--- config.mk ---
export PLATFORM = sky130hd
export DESIGN_NAME = sar_adc_serial_sequencer
export DESIGN_NICKNAME = d
export VERILOG_FILES = /design/src/design/sar_seq_pkg.sv /design/src/design/sar_adc_serial_sequencer.sv
export VERILOG_INCLUDE_DIRS = /design/src /design/src/design
export SDC_FILE = /design/constraint.sdc
export NUM_CORES = 1
export LEC_CHECK = 0
export BUFFER_PORTS_ARGS = -buffer_cell sky130_fd_sc_hd__buf_2
export CAP_MARGIN = 20
export CORE_UTILIZATION = 44
export DETAILED_ROUTE_END_ITERATION = 12
export MAX_ROUTING_LAYER = met4
export PLACE_DENSITY = 0.71
export REMOVE_ABC_BUFFERS = 1
export SYNTH_ARGS = -nofsm -noshare
export SYNTH_HDL_FRONTEND = slang
export SYNTH_SLANG_ARGS = --single-unit
--- constraint.sdc ---
create_clock -name i_ref_clk -period 3.75 [get_ports i_ref_clk]
set_input_delay 0.75 -clock i_ref_clk [delete_from_list [all_inputs] [get_ports i_ref_clk]]
set_output_delay 0.75 -clock i_ref_clk [all_outputs]
set_load 0.005 [all_outputs]
--- src/design/sar_seq_params.svh ---
// sequencing counts and field positions for the serial converter sequencer
`ifndef SAR_SEQ_PARAMS_SVH
`define SAR_SEQ_PARAMS_SVH

`define RES_BITS        12
`define BUF_DEPTH       2
`define CNT_W           5
`define CNT_START       5'd1
`define CNT_A2          5'd2
`define CNT_A1          5'd3
`define CNT_A0          5'd4
`define CNT_SAMPLE      5'd5
`define CNT_MODE        5'd6
`define CNT_PD1         5'd7
`define CNT_HOLD        5'd8
`define CNT_LAST_DECIDE 5'd20
`define CNT_FIRST_OUT   5'd10
`define CNT_LSB_OUT     5'd21
`define CNT_FRAME       5'd24
`define PD_RESET        2'h3

`endif

--- src/design/sar_seq_pkg.sv ---
// types shared by the serial converter sequencer
package sar_seq_pkg;
    typedef enum logic [1:0]
    {
        ST_IDLE = 2'b00,
        ST_CTRL = 2'b01,
        ST_CONV = 2'b10,
        ST_PAD  = 2'b11
    } seq_phase_t;
endpackage : sar_seq_pkg

--- src/design/sar_adc_serial_sequencer.sv ---
// serial control, multiplexer setup and conversion sequencing of the converter
// Function
// - single-ended channel index is chan_sel_bit_one*4+zero*2+two
// - differential pairs, chan_sel_bit_two swaps polarity
// - mux set only from serially shifted bits
// - first eight clocks carry the control byte
// - mux switched and acquisition entered early
// - three clocks later hold and convert
// - twelve clocks of successive approximation follow
// - thirteenth clock presents the final bit
// - three padding clocks ignored, output low
// - 12-bit unsigned result, step vref/4096
// - input sampled on rising serial_clock edge
// - output changes on falling edge, off when deselected
// - ignore input until high start bit
// - byte: start, sel bits, unused, mode, power_down_select
`timescale 1ns/1ps
`include "sar_seq_params.svh"

module sar_adc_serial_sequencer
    import sar_seq_pkg::*;
#(
    parameter int RES_BITS  = `RES_BITS,
    parameter int BUF_DEPTH = `BUF_DEPTH
)
(
    // clock and reset
    input  wire logic                 i_ref_clk,
    input  wire logic                 i_rst,
    // serial link pins
    input  wire logic                 i_cs_n,
    input  wire logic                 i_serial_clock,
    input  wire logic                 i_din,
    output logic                      o_dout,
    output logic                      o_dout_oe,
    // analog front end control
    input  wire logic                 i_comparator,
    output logic [7:0]                o_mux_pos,
    output logic [7:0]                o_mux_neg,
    output logic                      o_mux_neg_com,
    output logic                      o_sampling,
    output logic                      o_hold,
    output logic [RES_BITS-1:0]       o_dac_trial,
    output logic [1:0]                o_power_down_select,
    // result stream
    input  wire logic                 i_result_ready,
    output logic [RES_BITS-1:0]       o_result_data,
    output logic                      o_result_valid
);
    localparam int BW = RES_BITS;
    localparam int CW = $clog2(BUF_DEPTH + 1);

    typedef struct packed {
        logic [2:0]                  sclk_sync;
        logic [1:0]                  cs_sync;
        logic [1:0]                  din_sync;
        seq_phase_t                  phase;
        logic [`CNT_W-1:0]           cnt;
        logic                        a2;
        logic                        a1;
        logic                        a0;
        logic                        mode;
        logic [1:0]                  pd;
        logic [BW-1:0]               trial;
        logic [7:0]                  mux_pos;
        logic [7:0]                  mux_neg;
        logic                        mux_com;
        logic                        sampling;
        logic                        hold;
        logic                        dout;
        logic                        dout_oe;
        logic [BUF_DEPTH-1:0][BW-1:0] buf_data;
        logic [CW-1:0]               buf_cnt;
        logic                        buf_valid;
    } seq_state_t;

    seq_state_t st;
    seq_state_t next_st;

    // channel index shared by both input modes
    function automatic logic [2:0] chan_index(input logic a2, input logic a1, input logic a0);
        chan_index = {a1, a0, a2};
    endfunction : chan_index

    logic                 rise;
    logic                 fall;
    logic                 cs_active;
    logic                 buf_full;
    logic [`CNT_W-1:0]    next_cnt;
    logic [3:0]           bit_idx;
    logic                 push;
    logic                 pop;
    logic [BW-1:0]        push_data;

    // edge finding works on the settled copies only
    assign rise      = st.sclk_sync[1] & ~st.sclk_sync[2];
    assign fall      = ~st.sclk_sync[1] & st.sclk_sync[2];
    assign cs_active = ~st.cs_sync[1];
    assign buf_full  = (st.buf_cnt == CW'(BUF_DEPTH));
    assign next_cnt  = st.cnt + `CNT_W'(1);
    assign bit_idx   = 4'(`CNT_LAST_DECIDE - next_cnt);

    always_comb
    begin
        next_st   = st;
        push      = 1'b0;
        push_data = st.trial;
        pop       = st.buf_valid & i_result_ready;
        // two flip-flop synchronisers, third stage for edges
        next_st.sclk_sync = {st.sclk_sync[1:0], i_serial_clock};
        next_st.cs_sync   = {st.cs_sync[0], i_cs_n};
        next_st.din_sync  = {st.din_sync[0], i_din};
        next_st.dout_oe   = cs_active;

        if (!cs_active)
        begin
            // deselect aborts any frame in flight
            next_st.phase    = ST_IDLE;
            next_st.cnt      = '0;
            next_st.sampling = 1'b0;
            next_st.hold     = 1'b0;
            next_st.dout     = 1'b0;
        end
        else if (rise)
        begin
            unique case (st.phase)
                ST_IDLE:
                begin
                    // full buffer refuses a new frame so no word is lost
                    if (st.din_sync[1] && !buf_full)
                    begin
                        next_st.phase = ST_CTRL;
                        next_st.cnt   = `CNT_START;
                    end
                end
                ST_CTRL:
                begin
                    next_st.cnt = next_cnt;
                    // field capture by bit position, msb first
                    if (next_cnt == `CNT_A2) next_st.a2 = st.din_sync[1];
                    if (next_cnt == `CNT_A1) next_st.a1 = st.din_sync[1];
                    if (next_cnt == `CNT_A0) next_st.a0 = st.din_sync[1];
                    if (next_cnt == `CNT_MODE) next_st.mode = st.din_sync[1];
                    if (next_cnt == `CNT_PD1) next_st.pd[1] = st.din_sync[1];
                    if (next_cnt == `CNT_HOLD) next_st.pd[0] = st.din_sync[1];
                    if (next_cnt >= `CNT_A0)
                    begin
                        // mux follows shifted bits only, mode settles two clocks later
                        next_st.mux_pos = 8'h01 << chan_index(next_st.a2, next_st.a1,
                                                              next_st.a0);
                        next_st.mux_neg = next_st.mode ? 8'h00 :
                            8'h01 << chan_index(~next_st.a2, next_st.a1, next_st.a0);
                        next_st.mux_com = next_st.mode;
                    end
                    if (next_cnt == `CNT_SAMPLE)
                        next_st.sampling = 1'b1;
                    if (next_cnt == `CNT_HOLD)
                    begin
                        next_st.sampling = 1'b0;
                        next_st.hold     = 1'b1;
                        next_st.phase    = ST_CONV;
                        next_st.trial    = BW'(1) << (BW - 1);
                    end
                end
                ST_CONV:
                begin
                    // one decision per clock, msb down to lsb
                    next_st.cnt = next_cnt;
                    if (!i_comparator)
                        next_st.trial[bit_idx] = 1'b0;
                    if (bit_idx != 4'h0)
                        next_st.trial[bit_idx - 4'h1] = 1'b1;
                    if (next_cnt == `CNT_LAST_DECIDE)
                    begin
                        next_st.hold  = 1'b0;
                        next_st.phase = ST_PAD;
                        push          = 1'b1;
                        push_data     = next_st.trial;
                    end
                end
                ST_PAD:
                begin
                    // trailing clocks only counted
                    next_st.cnt = next_cnt;
                    if (next_cnt == `CNT_FRAME)
                        next_st.phase = ST_IDLE;
                end
            endcase
        end
        else if (fall)
        begin
            // output changes only on the falling edge
            if (st.cnt >= `CNT_FIRST_OUT && st.cnt <= `CNT_LSB_OUT && st.phase != ST_CTRL)
                next_st.dout = st.trial[4'(`CNT_LSB_OUT - st.cnt)];
            else
                next_st.dout = 1'b0;
        end

        // result buffer: shift out at head, append at tail
        if (pop)
        begin
            for (int i = 0; i < BUF_DEPTH - 1; i++)
                next_st.buf_data[i] = st.buf_data[i + 1];
        end
        if (push)
            next_st.buf_data[CW'(st.buf_cnt - CW'(pop))] = push_data;
        next_st.buf_cnt   = st.buf_cnt + CW'(push) - CW'(pop);
        next_st.buf_valid = (next_st.buf_cnt != '0);
    end

    // single register of all state
    always_ff @(posedge i_ref_clk)
    begin
        if (i_rst)
        begin
            st           <= '0;
            st.sclk_sync <= 3'h0;
            st.cs_sync   <= 2'h3;
            st.phase     <= ST_IDLE;
            st.pd        <= `PD_RESET;
        end
        else
        begin
            st <= next_st;
        end
    end
    assign o_dout              = st.dout;
    assign o_dout_oe           = st.dout_oe;
    assign o_mux_pos           = st.mux_pos;
    assign o_mux_neg           = st.mux_neg;
    assign o_mux_neg_com       = st.mux_com;
    assign o_sampling          = st.sampling;
    assign o_hold              = st.hold;
    assign o_dac_trial         = st.trial;
    assign o_power_down_select = st.pd;
    assign o_result_data       = st.buf_data[0];
    assign o_result_valid      = st.buf_valid;
endmodule : sar_adc_serial_sequencer

==> flow_summary.json, run 1 <==
{
  "worstMarginPinSlew_ps": 919,
  "fill_cells": 973,
  "start_util": 0.460,
  "wl_per_cell_um": 16.7,
  "cts_hold_buf": 0,
  "hold_viol": 0,
  "endpoint_kind": "flop",
  "drt_iter0_drc": 339,
  "worstSetupStartpointType": "flop",
  "cts_max_level": 3,
  "worst_r2r_path_depth": 11,
  "synthAdderAreaFrac": 0.0659,
  "leakage_nw": 1.90,
  "drive_gt1_frac": 0.208,
  "synthSimpleGateAreaFrac": 0.184,
  "grt_pass1_vias": 3469,
  "gp_congestion": 0.920,
  "ir_worst_vdd_mv": 0.194,
  "rows": 36,
  "hold_ws_ps": 416,
  "synth-compound-area-share": 0.199,
  "io_pins": 55,
  "synth-seq-cells": 80,
  "drc": 0,
  "status": "complete, no violations",
  "diodes": 0,
  "numPortBuffers": 54,
  "finClkSkew_ps": 18.2,
  "cts_resized": 0,
  "synth_edf_count": 0,
  "crit_arrival_ps": 3460,
  "finalMaxSlewViolations": 0,
  "fin_area_um2": 4850,
  "routed_wl_mm": 10.9,
  "synth_area_per_cell_um2": 9.01,
  "synthMuxAreaShare": 0.0601,
  "cts_buffers": 9,
  "grt_usage": 0.211,
  "cts_setup_buffers": 0,
  "cts_tree": "done",
  "fp.dieW_um": 104,
  "die_area_um2": 10800,
  "p_per_area_nw_per_um2": 342,
  "core_um2": 9910,
  "cp.required_ps": 4000,
  "syn_to_final_growth_pct": 6.45,
  "crit_fanout": 11,
  "final_nets": 544,
  "maxCapViolCount": 0,
  "multi_input_area_um2": 2430,
  "async_flop_share": 0,
  "min_path_type": "flop to flop",
  "max-clock-path-buffers": 2,
  "max_freq_mhz": 311,
  "vias": 3702,
  "ys_seq_area_frac": 0.351,
  "cts_root_buf": "clkbuf_8",
  "gr-total-overflow": 0,
  "clk_pin_slew_ps": 90,
  "seq_area_um2": 1600,
  "clock_latency_ps": 360,
  "synth_top_family_by_area": "compound AO/OA/AOI/OAI gates",
  "vias_per_cell": 5.69,
  "min_from": "next_st[76]$_SDFF_PP1_",
  "synth.distinct_cells": 60,
  "yosysWarnings": 0,
  "min_delay_worst_endpoint": "st[76]$_SDFF_PP1_",
  "ys.flop_type": "dfxtp_1",
  "syn_area_um2": 4560,
  "r2r-start": "st[67]$_SDFFE_PP0P_",
  "rrSetupSlack_ps": 540,
  "period_share": 0.857,
  "finalSetupTns_ps": 0,
  "worstHoldPathCells": 1,
  "grt_max_degree": 35,
  "r2r-end": "o_result_valid$_SDFF_PP0_",
  "numClockSinks": 80,
  "placed_area_um2": 4640,
  "grt_setup_unrepaired": "false",
  "synthXorXnorAreaFrac": 0.0242,
  "grt_pass1_wl_mm": 17.7,
  "drt_pre_antenna_iters": 5,
  "antenna_left": 0,
  "setup_viol": 0,
  "die_h_um": 104,
  "antenna_found_initial": 0,
  "dp_hpwl_mm": 7.94,
  "max_slew_margin": 0.387,
  "worst-setup-path-type": "flop to flop",
  "syn_inst": 506,
  "post-route-min-period_ps": 3210
}
==> synth_stat cells (all sizes together), types with 2 or more instances <==
| library cell | instances | share of area |
|---|---|---|
| a211o | 2 | 0.0038 |
| a211oi | 26 | 0.044 |
| a21bo | 2 | 0.0044 |
| a21boi | 5 | 0.0091 |
| a21oi | 21 | 0.023 |
| a22oi | 2 | 0.0033 |
| a311oi | 8 | 0.017 |
| a31oi | 6 | 0.0082 |
| a32o | 11 | 0.024 |
| and3 | 13 | 0.018 |
| and3b | 2 | 0.0047 |
| buf | 55 | 0.086 |
| clkbuf | 17 | 0.014 |
| dfxtp | 80 | 0.35 |
| ha | 24 | 0.066 |
| inv | 19 | 0.016 |
| mux2 | 5 | 0.012 |
| mux2i | 15 | 0.033 |
| mux4 | 3 | 0.015 |
| nand2 | 37 | 0.030 |
| nand2b | 10 | 0.014 |
| nand3 | 10 | 0.011 |
| nand3b | 4 | 0.0066 |
| nand4 | 3 | 0.0041 |
| nor2 | 29 | 0.024 |
| nor2b | 11 | 0.015 |
| nor3 | 18 | 0.021 |
| nor3b | 2 | 0.0033 |
| nor4 | 3 | 0.011 |
| o211ai | 2 | 0.0033 |
| o21ai | 10 | 0.011 |
| o2bb2ai | 3 | 0.0058 |
| o31ai | 9 | 0.015 |
| o32ai | 7 | 0.013 |
| or2 | 6 | 0.0082 |
| or3 | 4 | 0.0055 |
| xnor2 | 7 | 0.013 |
| xor2 | 3 | 0.0058 |
==> power breakdown <==
group          switching, mW  leakage (nW)  internal (mW)
clock network          0.356         0.106          0.321
logic                 0.0693          1.14         0.0332
registers             0.0183         0.646          0.860
total                  0.444          1.90           1.21
==> worst max-delay path, cell delays in order, from the launching register on <==
cell,delay (ps)
dfxtp_1,620
ha_1,400
a21boi_2,130
or3_1,390
or3_1,380
ha_1,300
inv_1,60
ha_1,140
xor2_1,180
xnor2_1,130
nor2_1,60
or2_2,300
==> worst max path at each step <==
stage                   startpoint                        end  slack (ps)
6_report       st[67]$_SDFFE_PP0P_  o_result_valid$_SDFF_PP0_         540
5_1_grt        st[67]$_SDFFE_PP0P_  o_result_valid$_SDFF_PP0_         300
4_1_cts        st[67]$_SDFFE_PP0P_  o_result_valid$_SDFF_PP0_         520
3_5_place_dp   st[67]$_SDFFE_PP0P_  o_result_valid$_SDFF_PP0_         550
3_3_place_gp   st[67]$_SDFFE_PP0P_  o_result_valid$_SDFF_PP0_         640
2_1_floorplan  st[66]$_SDFFE_PP0P_  o_result_valid$_SDFF_PP0_         300
==> area by class of cell <==
type	count	share of cell area
clock buffer	9	0.0255
clock inverter	7	0.0170
inverter	19	0.0147
multi-input combinational	335	0.501
sequential	80	0.330
tap	133	0.0343
timing repair buffer	68	0.0774
==> flip-flops by register name, indices dropped and copies added (netlist names) <==
name,count
o_power_down_select,2
o_result_valid,1
o_mux_neg_com,1
o_result_data,12
st,28
o_dac_trial,12
o_mux_neg,8
o_hold,1
o_dout,1
o_sampling,1
o_dout_oe,1
next_st,4
o_mux_pos,8
==> through the flow <==
| stage | setup WS (ps) | instances | util | total power [mW] |
|---|---|---|---|---|
| after floorplan | 296 | 434 | - | 0.954 |
| after global placement | 642 | 635 | 0.469 | 0.996 |
| after detailed placement | 551 | 635 | 0.469 | 1.00 |
| after CTS | 521 | 651 | 0.490 | 1.67 |
| after global routing | 301 | 651 | 0.490 | 1.72 |
| final | 537 | 651 | 0.490 | 1.66 |
==> cells by family (layout without fill, tap and decap cells) <==
family	Yosys count	in the layout
AND/OR/NAND/NOR	156	156
multiplexers	23	23
buffers and inverters	91	103
AO/OA/AOI/OAI	121	121
flip-flops	80	80
adder cells (fa/ha/maj)	24	24
XOR/XNOR	11	11
==> metal layers <==
layer  routed length, µm  vias up  part of all wire  track usage
met5                   0        -                 0            -
met4                 163        0             0.015       0.0694
met3                 560       18             0.051       0.0390
met2                4850      112              0.45        0.320
met1                5320     1767              0.49        0.284
li1                    -     1805                 -            -
==> cells in the final DEF, fill, tap and decap left out, drive strengths merged, types with 11 or more instances in the layout <==
master	synthesis	final
a211oi	26	26
a32o	11	11
a21oi	21	21
inv	19	24
and3	13	13
nor3	18	18
mux2i	15	15
nor2	29	29
dfxtp	80	80
ha	24	24
buf	55	68
nand2	37	37
nor2b	11	11
Power figures use the tool's default switching activity.
==> run 2, diff against run 1 <==
--- a/config.mk
+++ b/config.mk
@@ -7,11 +7,10 @@
 export NUM_CORES = 1
 export LEC_CHECK = 0
 export BUFFER_PORTS_ARGS = -buffer_cell sky130_fd_sc_hd__buf_2
-export CAP_MARGIN = 20
 export CORE_UTILIZATION = 44
 export DETAILED_ROUTE_END_ITERATION = 12
 export MAX_ROUTING_LAYER = met4
-export PLACE_DENSITY = 0.71
+export PLACE_DENSITY = 0.66
 export REMOVE_ABC_BUFFERS = 1
 export SYNTH_ARGS = -nofsm -noshare
 export SYNTH_HDL_FRONTEND = slang
==> constraint.sdc (replaced) <==
create_clock -name i_ref_clk -period 2.95 [get_ports i_ref_clk]
set_input_delay 0.59 -clock i_ref_clk [delete_from_list [all_inputs] [get_ports i_ref_clk]]
set_output_delay 0.59 -clock i_ref_clk [all_outputs]
set_load 0.005 [all_outputs]
==> run 2 against run 1 <==
- sequential share of layout area shrank 0.68 points
- clock power is 37% higher
- total power increased by 32%
- via count rose by 1.4%
- cell area up 2.2%
- first-iteration DRC count shrank 23%
- global-route usage grew 0.12 points
- wire length is 0.61% lower
- non-clock buffer count grew 8
- sequential power increased by 25%
- register-to-register slack worse by 420 ps
- critical path type unchanged
==> flow_summary.json, run 2 (synthesis gave the netlist of run 1 again) <==
{
  "finalMaxSlewViolations": 0,
  "rows": 36,
  "worstMarginPinSlew_ps": 743,
  "crit_buf_inv": 1,
  "grt_usage": 0.212,
  "grt_pass1_vias": 3596,
  "cp_num_cells": 11,
  "cts_root_buf": "clkbuf_8",
  "setup_viol": 0,
  "rrSetupSlack_ps": 110,
  "cts_hold_buf": 0,
  "most-common-layout-cells": "79 x dfxtp_1, 54 x buf_2, 37 x nand2_1",
  "drt_iter0_drc": 262,
  "grt_pass1_wl_mm": 17.9,
  "critPathCapture": "o_result_valid$_SDFF_PP0_",
  "cts_buffers": 9,
  "max_freq_mhz": 352,
  "fin_ws_ps": 113,
  "cts_setup_buffers": 0,
  "pre_cts_slack_ps": 98.3,
  "gp_congestion": 0.927,
  "vias_per_cell": 5.70,
  "endpoint_kind": "flop",
  "hold_viol": 0,
  "io_pins": 55,
  "routed_wl_mm": 10.8,
  "worst-setup-path-type": "flop to flop",
  "grt_max_degree": 37,
  "cp_cell_sequence": "ha_2 > and3b_4 > or3_1 > or3_4 > ha_1 > inv_1 > ha_1 > xor2_1 > xnor2_1 > nor2_1 > or2_2",
  "diodes": 0,
  "cts_tree": "done",
  "r2r-end": "o_result_valid$_SDFF_PP0_",
  "crit_fanout": 5,
  "antenna_left": 0,
  "syn_to_final_growth_pct": 8.79,
  "cts_max_level": 3,
  "final_common_cell": "dfxtp_1",
  "hold_ws_ps": 414,
  "min_path_type": "flop to flop",
  "finClkSkew_ps": 11.3,
  "drive_gt1_frac": 0.230,
  "critical_path.top_delay_family": "simple AND/OR/NAND/NOR gates",
  "period_share": 0.962,
  "regMostFlops": "st",
  "numClockSinks": 80,
  "drc": 0,
  "cpMostUsedCell": "ha_1",
  "largest_register_ffs": 28,
  "crit_arrival_ps": 3090,
  "start_util": 0.460,
  "min_from": "next_st[76]$_SDFF_PP1_",
  "cts_resized": 0,
  "status": "complete, no violations",
  "vias": 3754,
  "crit_start": "st[67]$_SDFFE_PP0P_",
  "max_slew_margin": 0.504,
  "fp.dieW_um": 104,
  "die_h_um": 104,
  "maxCapViolCount": 0,
  "dp_hpwl_mm": 7.84,
  "max-clock-path-buffers": 2,
  "die_area_um2": 10800,
  "cp.required_ps": 3200,
  "drt_pre_antenna_iters": 5,
  "ir_worst_vdd_mv": 0.195,
  "leakage_nw": 1.95,
  "gr-total-overflow": 0,
  "slowest_delay_ps": 390,
  "core_um2": 9910,
  "clock_latency_ps": 360,
  "worstSetupStartpointType": "flop",
  "post-route-min-period_ps": 2840,
  "numPortBuffers": 54,
  "cp_slowest_cell": "or3_1",
  "antenna_found_initial": 0,
  "clk_pin_slew_ps": 80,
  "worst_r2r_path_depth": 11,
  "p_per_area_nw_per_um2": 441,
  "final_nets": 552,
  "wl_per_cell_um": 16.4,
  "r2r-start": "st[67]$_SDFFE_PP0P_"
}
run 2: cell count changes in the layout (fill, tap and decap cells not counted), sizes merged:
cell	previous run	this run
buf	68	76
inv	24	19
clkbuf	9	11
clkinv	1	3
bufinv	1	2
run 2: worst min-delay path by stage:
stage	endpoint	slack, ps	cells after the start
5_1_grt	next_st[76]$_SDFF_PP1_	410	2
6_report	st[76]$_SDFF_PP1_	410	1
3_3_place_gp	st[76]$_SDFF_PP1_	390	1
4_1_cts	next_st[76]$_SDFF_PP1_	400	2
3_5_place_dp	st[76]$_SDFF_PP1_	400	1
2_1_floorplan	st[76]$_SDFF_PP1_	390	1
run 2: final cells by class:
class,count,area [µm²]
clock buffers,11,151
clock inverters,5,78.8
inverters,19,71.3
repair buffers,76,439
multi-input cells,335,2450
fillers,929,4950
flip-flops and latches,80,1600
well taps,133,166
run 2: metal layers:
metal / GRT usage / wire length [µm] / vias to the layer above
li1: - / - / 1822
met2: 0.326 / 4900 / 145
met4: 0.100 / 320 / 0
met1: 0.272 / 5020 / 1763
met3: 0.0365 / 582 / 24
met5: - / 0 / -
run 2: power breakdown:
part	switching (mW)	leakage, nW	internal, mW
Combinational	0.105	1.19	0.0483
Sequential	0.00907	0.646	1.09
Clock	0.407	0.119	0.521
Total	0.521	1.95	1.66
run 2: stage by stage:
step                      setup TNS [ps]  cell area [µm²]  instances  utilization  power, mW
after floorplan                     -947             4100        434            -       1.21
after global placement                 0             4700        643        0.475       1.28
after detailed placement               0             4700        643        0.475       1.28
after CTS                              0             4930        659        0.498       2.20
after global routing              -0.532             4960        659        0.500       2.27
final                                  0             4960        659        0.500       2.18
